$ cat config.mk
export PLATFORM = sky130hd
export DESIGN_NAME = power_on_reset_watchdog
export DESIGN_NICKNAME = d
export VERILOG_FILES = /design/src/supervisor_pkg.sv /design/src/power_on_reset_watchdog.sv /design/src/pin_sync.sv
export SDC_FILE = /design/constraint.sdc
export NUM_CORES = 1
export LEC_CHECK = 0
export BUFFER_PORTS_ARGS = -buffer_cell sky130_fd_sc_hd__buf_2
export CAP_MARGIN = 20
export CORE_MARGIN = 2
export CORE_UTILIZATION = 45
export CTS_CLUSTER_SIZE = 8
export DETAILED_ROUTE_END_ITERATION = 16
export GPL_ROUTABILITY_DRIVEN = 0
export PLACE_DENSITY = 0.6
export SLEW_MARGIN = 20
export SYNTH_ARGS = -nofsm -noshare
export SYNTH_HDL_FRONTEND = slang
export SYNTH_SLANG_ARGS = --single-unit
$ cat constraint.sdc
create_clock -name mclk -period 3.57 [get_ports mclk]
set_input_delay 0.357 -clock mclk [delete_from_list [all_inputs] [get_ports mclk]]
set_output_delay 0.357 -clock mclk [all_outputs]
set_load 0.01 [all_outputs]
$ cat src/supervisor_pkg.sv
// Shared constants and state encoding for the reset supervisor.
// Assumes a 100 MHz mclk; all supervisor timing runs on a 1 us tick.
package supervisor_pkg;

    // ********************************
    // Time base
    // ********************************
    localparam int CLK_HZ      = 100_000_000;
    localparam int TICK_HZ     = 1_000_000;
    localparam int TICK_CYCLES = CLK_HZ / TICK_HZ;
    localparam int TICK_W      = 7;

    // ********************************
    // Reset timing
    // ********************************
    localparam int POR_DELAY_US    = 128;
    localparam int POR_DELAY_TICKS = POR_DELAY_US * (TICK_HZ / 1_000_000);
    localparam int HOLD_CNT_W      = 16;

    // ********************************
    // Watchdog timing
    // ********************************
    localparam int WD_MIN_MS        = 1;
    localparam int WD_MAX_S         = 10;
    localparam int WD_DEFAULT_S     = 10;
    localparam int WD_MIN_TICKS     = WD_MIN_MS * (TICK_HZ / 1000);
    localparam int WD_MAX_TICKS     = WD_MAX_S * TICK_HZ;
    localparam int WD_DEFAULT_TICKS = WD_DEFAULT_S * TICK_HZ;
    localparam int WD_CNT_W         = 24;

    // ********************************
    // Supervisor states
    // ********************************
    typedef enum logic [1:0] {
        ST_WAIT  = 2'h0,
        ST_DELAY = 2'h1,
        ST_RUN   = 2'h2,
        ST_HOLD  = 2'h3
    } supervisor_state_e;

endpackage

$ cat src/power_on_reset_watchdog.sv
// Power-on reset generator with supply monitor and pulse-programmed watchdog.
// Assumes supply_sense_in is a comparator level, high while the supply is in range.
`timescale 1ns/1ps

// How it works
// Host reset output stays low from power-up until the power-on delay ends.
// A 128 us delay starts once the supply sense reports good supply.
// When the delay expires the host reset output is released high.
// Supply fault drives reset low 128 us, release only after supply recovers.
// Watchdog period lies anywhere between 1 ms and 10 s.
// Host must refresh at least once per period or a reset follows.
// First refresh pulse longer than 1 ms, shorter than 10 s, sets period.
// Without programming the period is 10 s and expiry resets the host.
// Every watchdog reset reloads the 10 s default period.
// Inhibit high disables the watchdog; no watchdog reset ever issues.
// Host should refresh from its main loop, not a free timer.
// Watchdog expiry holds reset low for 128 us, then releases it.
module power_on_reset_watchdog #(
    parameter int POR_TICKS        = supervisor_pkg::POR_DELAY_TICKS,
    parameter int WD_MIN_TICKS     = supervisor_pkg::WD_MIN_TICKS,
    parameter int WD_MAX_TICKS     = supervisor_pkg::WD_MAX_TICKS,
    parameter int WD_DEFAULT_TICKS = supervisor_pkg::WD_DEFAULT_TICKS,
    parameter int WD_W             = supervisor_pkg::WD_CNT_W
) (
    // Clock and reset
    input  wire logic mclk,
    input  wire logic reset_n,
    // Supervised pins
    input  wire logic supply_sense_in,
    input  wire logic watchdog_refresh_pulse,
    input  wire logic watchdog_inhibit,
    // Host reset
    output logic      host_reset_out_n
);

    // ********************************
    // Pin synchronisation
    // ********************************
    logic [2:0] sync_lvl;

    pin_sync #(.WIDTH(3)) u_pin_sync (
        .clk       (mclk),
        .reset_n   (reset_n),
        .pin_in    ({supply_sense_in, watchdog_refresh_pulse, watchdog_inhibit}),
        .level_out (sync_lvl)
    );

    wire supply_ok   = sync_lvl[2];
    wire refresh_lvl = sync_lvl[1];
    wire inhibit_lvl = sync_lvl[0];

    logic refresh_d_reg;
    wire  refresh_rise = refresh_lvl & ~refresh_d_reg;
    wire  refresh_fall = ~refresh_lvl & refresh_d_reg;

    // ********************************
    // Microsecond tick
    // ********************************
    logic [supervisor_pkg::TICK_W-1:0] div_reg;
    wire tick = div_reg == supervisor_pkg::TICK_W'(supervisor_pkg::TICK_CYCLES - 1);
    wire [supervisor_pkg::TICK_W-1:0] div_next =
        tick ? '0 : div_reg + supervisor_pkg::TICK_W'(1);

    // ********************************
    // Supervisor sequencing
    // ********************************
    supervisor_pkg::supervisor_state_e state_reg;
    supervisor_pkg::supervisor_state_e state_next;
    logic [supervisor_pkg::HOLD_CNT_W-1:0] hold_cnt_reg;
    logic [WD_W-1:0] wd_cnt_reg;
    logic [WD_W-1:0] pw_cnt_reg;
    logic [WD_W-1:0] period_reg;
    logic            programmed_reg;

    wire in_run   = state_reg == supervisor_pkg::ST_RUN;
    wire hold_run = state_reg == supervisor_pkg::ST_DELAY || state_reg == supervisor_pkg::ST_HOLD;
    wire hold_done = tick && hold_cnt_reg == supervisor_pkg::HOLD_CNT_W'(POR_TICKS - 1);

    // ********************************
    // Watchdog decode
    // ********************************
    wire wd_run    = in_run && !inhibit_lvl;
    wire wd_expire = wd_run && wd_cnt_reg >= period_reg;
    wire pw_in_range = pw_cnt_reg > WD_W'(WD_MIN_TICKS)
                    && pw_cnt_reg < WD_W'(WD_MAX_TICKS);
    // Expiry wins over a pulse ending in the same cycle, so the reload is kept
    wire prog_take = in_run && refresh_fall && !programmed_reg && pw_in_range
                  && !wd_expire;

    always_comb begin
        state_next = state_reg;
        unique case (state_reg)
            supervisor_pkg::ST_WAIT: begin
                if (supply_ok) begin
                    state_next = supervisor_pkg::ST_DELAY;
                end
            end
            supervisor_pkg::ST_DELAY: begin
                if (!supply_ok) begin
                    state_next = supervisor_pkg::ST_WAIT;
                end else if (hold_done) begin
                    state_next = supervisor_pkg::ST_RUN;
                end
            end
            supervisor_pkg::ST_RUN: begin
                if (!supply_ok || wd_expire) begin
                    state_next = supervisor_pkg::ST_HOLD;
                end
            end
            supervisor_pkg::ST_HOLD: begin
                if (hold_done) begin
                    // Release only when the supply is back in range
                    state_next = supply_ok ? supervisor_pkg::ST_RUN
                                           : supervisor_pkg::ST_WAIT;
                end
            end
        endcase
    end

    wire [supervisor_pkg::HOLD_CNT_W-1:0] hold_cnt_next =
        (state_next != state_reg || !hold_run) ? '0 :
        tick ? hold_cnt_reg + supervisor_pkg::HOLD_CNT_W'(1) : hold_cnt_reg;

    // Refresh edge restarts the window; programming pulse end does too
    wire [WD_W-1:0] wd_cnt_next =
        (!wd_run || refresh_rise || prog_take) ? '0 :
        tick ? wd_cnt_reg + WD_W'(1) : wd_cnt_reg;

    // Width saturates at the maximum so an overlong pulse is never accepted
    wire [WD_W-1:0] pw_cnt_next =
        !refresh_lvl ? '0 :
        (tick && pw_cnt_reg != WD_W'(WD_MAX_TICKS)) ? pw_cnt_reg + WD_W'(1) : pw_cnt_reg;

    // Any reset entry reloads the default period
    wire [WD_W-1:0] period_next =
        (wd_expire || !in_run) ? WD_W'(WD_DEFAULT_TICKS) :
        prog_take ? pw_cnt_reg : period_reg;

    wire programmed_next = (wd_expire || !in_run) ? 1'b0 :
                           prog_take ? 1'b1 : programmed_reg;

    // ********************************
    // Registers
    // ********************************
    always_ff @(posedge mclk or negedge reset_n) begin
        if (!reset_n) begin
            state_reg        <= supervisor_pkg::ST_WAIT;
            host_reset_out_n <= 1'b0;
            div_reg          <= '0;
            hold_cnt_reg     <= '0;
            refresh_d_reg    <= 1'b0;
        end else begin
            state_reg        <= state_next;
            host_reset_out_n <= state_next == supervisor_pkg::ST_RUN;
            div_reg          <= div_next;
            hold_cnt_reg     <= hold_cnt_next;
            refresh_d_reg    <= refresh_lvl;
        end
    end

    always_ff @(posedge mclk or negedge reset_n) begin
        if (!reset_n) begin
            wd_cnt_reg     <= '0;
            pw_cnt_reg     <= '0;
            period_reg     <= WD_W'(WD_DEFAULT_TICKS);
            programmed_reg <= 1'b0;
        end else begin
            wd_cnt_reg     <= wd_cnt_next;
            pw_cnt_reg     <= pw_cnt_next;
            period_reg     <= period_next;
            programmed_reg <= programmed_next;
        end
    end
endmodule

$ cat src/pin_sync.sv
// Three-stage pin synchroniser with agreement filter.
// Assumes asynchronous pin levels; output changes once stages two and three agree.
`timescale 1ns/1ps
module pin_sync #(
    parameter int WIDTH = 1
) (
    // Clock and reset
    input  wire logic             clk,
    input  wire logic             reset_n,
    // Pins and filtered levels
    input  wire logic [WIDTH-1:0] pin_in,
    output logic      [WIDTH-1:0] level_out
);

    logic [WIDTH-1:0] meta_reg;
    logic [WIDTH-1:0] stage2_reg;
    logic [WIDTH-1:0] stage3_reg;

    always_ff @(posedge clk or negedge reset_n) begin
        if (!reset_n) begin
            meta_reg   <= '0;
            stage2_reg <= '0;
            stage3_reg <= '0;
        end else begin
            meta_reg   <= pin_in;
            stage2_reg <= meta_reg;
            stage3_reg <= stage2_reg;
        end
    end

    genvar i;
    generate
        for (i = 0; i < WIDTH; i++) begin : g_bit
            wire agree = stage2_reg[i] == stage3_reg[i];
            always_ff @(posedge clk or negedge reset_n) begin
                if (!reset_n) begin
                    level_out[i] <= 1'b0;
                end else if (agree) begin
                    level_out[i] <= stage3_reg[i];
                end
            end
        end
    endgenerate

endmodule

Word-level counts from Yosys, hierarchy flattened
Cells that the tools add are included.
- register bits after elaboration: 112
- input bits: 5
- output and inout bits: 1
- word-level logic and storage cells: 82
- add/subtract/negate cells: 4
- order comparisons: 3
- eq/ne operators: 12
- muxes and demuxes: 18
- bitwise logic cells: 4
- reduce and logical (&&, ||, !) cells: 26
- operators with widths (kind ; number):
    2-to-1 mux 24 bit ; 6
    adder 24 x 1 -> 24 bit, second input constant ; 2
    2-to-1 mux 16 bit ; 2
    >= comparator 24 bit ; 1
    greater-than comparator 24 x 10 -> 1 bit, second input constant ; 1
    less-than comparator 24 bit, second input constant ; 1
    != test 24 bit, second input constant ; 1
    adder 16 x 1 -> 16 bit, second input constant ; 1
    == test 16 x 7 -> 1 bit, second input constant ; 1
    2-to-1 mux 2 bit ; 6
    logical AND 1 bit ; 9
    one-hot mux 2 bit (4 select lines) ; 1
    adder 7 x 1 -> 7 bit, second input constant ; 1
    == test 7 bit, second input constant ; 1
    zero test 1 bit ; 7
    2-to-1 mux 7 bit ; 1
    == test 2 bit, second input constant ; 3
    logical OR 1 bit ; 6
    nonzero test 2 bit ; 3
    == test 1 bit ; 3
    bitwise AND 1 bit ; 2
    == test 2 x 1 -> 1 bit, second input constant ; 1
    zero test 2 bit ; 1
    2-to-1 mux 1 bit ; 2
    other kinds (3) ; 4

Logic depth before layout (Yosys ltp)
- word-level depth: 9
- gate-level depth with buffers: 10

Modules after synthesis
Synthesis repeated with hierarchy kept, for this count alone.
- cell total of the unflattened synthesis: 600
- area total of the unflattened synthesis: 5829.3 µm²
- modules (own cells, without submodules) (module ; instances ; cells each ; area an instance (µm²) ; sequential area each (µm²)):
    power_on_reset_watchdog ; 1 ; 585 ; 5495.3 ; 2512.4
    pin_sync ; 1 ; 15 ; 334.1 ; 300.3

Worst setup path after synthesis
Ideal clock, no wire load.
- path type: reg-to-reg
- start: register wd_cnt_reg[2]
- end: register state_reg[0]
- library setup time: 139 ps
- data arrival time: 2121 ps
- slack: 1310 ps
- cell stages (with the launch flop): 9
- buffers on the path: 1
- cells stage by stage: dfrtp_1 ha_1 a211o_1 a31oi_1 o221ai_1 a31o_2 o21ai_1 buf_1 o21ai_0
- longest elaborated chain between the ends: 5
- ends and longest elaborated chain (element ; line ; source):
    start, declared ; power_on_reset_watchdog.sv:70 ; logic [WD_W-1:0] wd_cnt_reg;
    start signal, assigned ; power_on_reset_watchdog.sv:168 ; wd_cnt_reg <= wd_cnt_next;
    >= comparator 24 bit ; power_on_reset_watchdog.sv:83 ; wire wd_expire = wd_run && wd_cnt_reg >= period_reg;
    logical AND 1 bit ; power_on_reset_watchdog.sv:83 ;
    logical OR 1 bit ; power_on_reset_watchdog.sv:106 ; if (!supply_ok || wd_expire) begin
    2-to-1 mux 2 bit ; power_on_reset_watchdog.sv:106 ;
    one-hot mux 2 bit (4 select lines) ; power_on_reset_watchdog.sv:92 ; unique case (state_reg)
    via state_next[0] ; power_on_reset_watchdog.sv:68 ; supervisor_pkg::supervisor_state_e state_next;
    end signal, assigned ; power_on_reset_watchdog.sv:147 ; state_reg <= supervisor_pkg::ST_WAIT;
    end signal, assigned ; power_on_reset_watchdog.sv:153 ; state_reg <= state_next;
    end, declared ; power_on_reset_watchdog.sv:67 ; supervisor_pkg::supervisor_state_e state_reg;
The timed path passes the listed nets, and every way through them passes these cells.
A chain may end at the register's enable or synchronous reset.

Worst setup path after layout
- start: register pw_cnt_reg[17]
- end: register wd_cnt_reg[11]
- longest elaborated chain between the ends: 6
- elaborated cells between the ends (all ways): 8
- classes of those cells: 2 x order compare; 1 x mux; 5 x reduce/logical
- ends and longest elaborated chain (element ; line ; source):
    start, declared ; power_on_reset_watchdog.sv:71 ; logic [WD_W-1:0] pw_cnt_reg;
    start signal, assigned ; power_on_reset_watchdog.sv:169 ; pw_cnt_reg <= pw_cnt_next;
    greater-than comparator 24 x 10 -> 1 bit or less-than comparator 24 bit (tied branches) ; power_on_reset_watchdog.sv:84, power_on_reset_watchdog.sv:85 ;
    logical AND 1 bit * ; power_on_reset_watchdog.sv:85 ; && pw_cnt_reg < WD_W'(WD_MAX_TICKS);
    logical AND 1 bit * ; power_on_reset_watchdog.sv:87 ; wire prog_take = in_run && refresh_fall && !programmed_reg && pw_in_range
    logical AND 1 bit * ; power_on_reset_watchdog.sv:88 ; && !wd_expire;
    logical OR 1 bit * ; power_on_reset_watchdog.sv:126 ; (!wd_run || refresh_rise || prog_take) ? '0 :
    2-to-1 mux 24 bit or nonzero test 2 bit (tied branches) ; -- ;
Every way passes the cells marked *; elsewhere a longest branch is shown, timed or not.

==> Flow_metrics.wiki <==
{| class="wikitable"
! Metric !! Value
|-
| Setup crit end kind || flop
|-
| Number of antenna violations at the first check in global routing || 0
|-
| Predominant post-synthesis flop cell || dfrtp_1
|-
| Maximum level of the CTS H-tree || 3
|-
| Core area || roughly 13000 um^2
|-
| Number of nets in the synthesized netlist || roughly 650
|-
| Unrepaired setup endpoints after global routing || no
|-
| Leak pwr || 2.77 nW
|-
| Number of hold violations in the final report || 0
|-
| Drt initial violations || about 270
|-
| Post-Syn Instances || around 610
|-
| Actual slew at the worst max-slew pin || 0.965 ns
|-
| Part of the total power dissipated in the clock network || 0.424
|-
| Via count of the first global-routing pass || ~4200
|-
| Final-report setup violation count || 0
|-
| Switching component of the power || between 0.5 and 0.6 mW
|-
| Total global routing track utilization || 0.182
|-
| Max-cap violations || 0
|-
| Overall die height || between 100 and 150 um
|-
| Sequential fraction of design power || 0.553
|-
| Switching power share of the total || 0.236
|-
| Crit path max-delay cell type || a2111oi_0
|-
| Placed instance area || between 6000 and 7000 um^2
|-
| Status || finished, final reports clean
|-
| Type of the worst setup path || reg -> reg
|-
| Avg Synthesized Cell Area || around 9.6 um^2
|-
| Number of top-level pins || 6
|-
| Clock insertion delay at the later pin of the skew report || between 0.3 and 0.4 ns
|-
| Detailed-route wire length per cell || about 15 um
|-
| Path class of the lowest-slack min-delay path || in -> reg
|-
| Count of unresolved DRC violations after routing || 0
|-
| Standard-cell row count || between 40 and 50
|-
| Fraction of layout cells with a size suffix above 1 || 0.0855
|-
| Largest buffer count on any clock path || 2
|-
| Number of distinct standard cells referenced by the synthesized netlist || 52
|-
| Mean number of vias per cell || 5.35
|-
| Yosys synthesis warning count || 0
|-
| NumNets Final || 649
|-
| Portion of the post-synthesis area used by sequential elements || 0.479
|-
| Number of buffers added by the clock tree synthesis step || 9
|-
| Half-perimeter wire length of the detailed placement result || 8280 um
|-
| PD cells || approximately 370 nW/um^2
|-
| Vias || approximately 4200
|-
| Synthesized flop and latch total || between 100 and 150
|-
| Sink count of the clock tree || 112
|-
| 1st-pass router iterations || 4
|-
| Worst Setup Start Kind || flop
|-
| Clock skew after layout || just over 0.007 ns
|-
| Clock tree from TritonCTS || built
|-
| Crit path time final || roughly 2.8 ns
|-
| Crit path max fanout || 25
|-
| Area share of the largest cell type after synthesis || 0.443
|-
| Logic gate share of total power || 0.024
|-
| Setup fix buffers added after clock tree synthesis || 0
|-
| Post-synthesis async set-or-reset flop share || 1.00
|-
| Max-slew headroom at the worst pin || 0.357
|-
| First-pass GRT wire length || approximately 21000 um
|-
| Cell accounting for the most synthesized area || dfrtp_1
|-
| Cts repair resizes || 0
|-
| Slew Limit Fails || 0
|-
| Final antenna diode count || 0
|-
| Ranking of synthesized cells by area || dfrtp_1 (44%), ha_1 (6.2%), xor2_1 (5.4%)
|-
| Fillers || 1220
|-
| Cells along the critical path || or3_1, a2111oi_0, a211o_1, nand3_2, o31ai_4, buf_4, nor2_1
|-
| Number of routed nets with antenna violations || 0
|-
| Data required time of the worst path || around 3.8 ns
|-
| Max VDD drop || around 0.22 mV
|-
| Netlist area before placement || 5870 um^2
|-
| Final routed wirelength across all metal layers || about 12000 um
|-
| Die footprint || between 10000 and 15000 um^2
|-
| Commonest non-fill, non-tap cells in the layout || dfrtp_1 (104), nor2_1 (71), nand2_1 (56), nand3_1 (43), xor2_1 (36)
|-
| Number of enable flip-flop cells after synthesis || 0
|-
| Final critical-path share of the clock period || 0.789
|-
| Setup WS pre-CTS || roughly 0.74 ns
|-
| Signal arrival time at the worst endpoint || between 3 and 4 ns
|-
| Largest net degree at the start of global routing || between 70 and 80
|-
| Hold Buf Count CTS || 0
|-
| Initial standard-cell utilization of the core || 0.463
|-
| Internal cell power || around 1.8 mW
|-
| Top achievable clock speed || approximately 350 MHz
|-
| Synthesis-to-layout area growth || 8.08%
|-
| Crit path largest cell delay || roughly 0.48 ns
|-
| Width of the chip || between 100 and 150 um
|-
| Port Buf Inserts || 5
|-
| Buffer cell driving the clock tree root || clkbuf_16
|-
| Most common library cell in the layout ignoring fill and taps || dfrtp_1
|-
| Summed negative setup slack over all endpoints || 0 ns
|-
| Setup ws final || approximately 0.75 ns
|-
| Gr ovfl total || 0
|-
| Clock slew at reported path FFs || 0.08 ns
|-
| Post-route design area || 6350 um^2
|}
-- cells in the mapped netlist (2+ instances only) --
library cell,n
nand2b_1,3
nor3_2,4
nor3_1,17
maj3_1,3
o31ai_4,2
nor2b_1,2
a21boi_1,7
or3_1,9
nand4_1,23
xor2_1,36
ha_1,29
inv_1,33
buf_4,2
clkbuf_1,12
nor2_1,71
nand3_1,43
buf_2,3
xnor2_1,19
dfstp_2,8
a31oi_1,3
o21ai_1,5
o211ai_1,2
a21o_1,2
and3_1,13
and2_1,14
a21oi_1,16
a211o_1,3
o21ai_0,20
nor4_1,5
and4_1,2
dfrtp_1,104
nand2_1,56
buf_6,5
a21boi_0,17
-- layout make-up --
type                       instances  area, um^2  share of cell area
multi-input combinational        443        2800               0.441
clock inverter                     7        58.8             0.00927
sequential                       112        2810               0.443
timing repair buffer              16         110              0.0174
inverter                          33         124              0.0195
tap                              172         215              0.0339
clock buffer                       9         225              0.0355
-- cells by family after synthesis --
family          synth area share
simple gates               0.228
flops                      0.479
compound gates            0.0965
buf+inv                   0.0441
xor+xnor                  0.0820
fa+ha+maj                 0.0669
mux                      0.00362
-- final timing paths --
| path | from | end | slack (ns) | cells past startpoint |
|---|---|---|---|---|
| worst max-delay path | pw_cnt_reg[17] | wd_cnt_reg[11] | 0.75 | 7 |
| worst min-delay path | watchdog_inhibit | u_pin_sync.meta_reg[0] | 0.10 | 1 |
| worst max register to register | pw_cnt_reg[17] | wd_cnt_reg[11] | 0.75 | 7 |
| worst min register to register | u_pin_sync.meta_reg[0] | u_pin_sync.stage2_reg[0] | 0.36 | 0 |
| max in group asynchronous | reset_n | wd_cnt_reg[21] | 2.59 | 2 |
| min in group asynchronous | reset_n | div_reg[3] | 0.11 | 1 |
-- critical path: cells and delay by family (launching register included) --
kind	cells	cell delay [ns]
flip-flops	1	0.43
buffers and inverters	1	0.31
AND/OR/NAND/NOR	3	0.90
AO/OA/AOI/OAI	3	1.04
-- power groups by stage --
stage / sequential (mW) / combinational [mW] / clock [mW]
2_1_floorplan: 1.31 / 0.0193 / 0
3_3_place_gp: 1.31 / 0.0542 / 0
3_5_place_dp: 1.31 / 0.0553 / 0
4_1_cts: 1.29 / 0.0558 / 1.02
5_1_grt: 1.29 / 0.0636 / 1.06
6_report: 1.29 / 0.0551 / 0.986
-- per-layer routing --
metal  part of all wire  vias to the layer above  track usage  wire (um)
met5                  0                        -            0          0
met4              0.011                        0       0.0452        136
met3              0.029                       12       0.0367        341
met2               0.45                       45        0.275       5340
met1               0.51                     2066        0.267       6070
li1                   -                     2113            -          -
-- stage by stage --
stage               utilization  hold slack, ns  power [mW]  instances
CTS                       0.500          0.0926        2.36        791
global route              0.501          0.0943        2.41        792
detailed placement        0.478           0.337        1.37        775
finish                    0.501           0.105        2.33        792
global placement          0.478           0.331        1.37        775
floorplan                     -          0.0614        1.33        611
(Power assumes the default switching activity.)
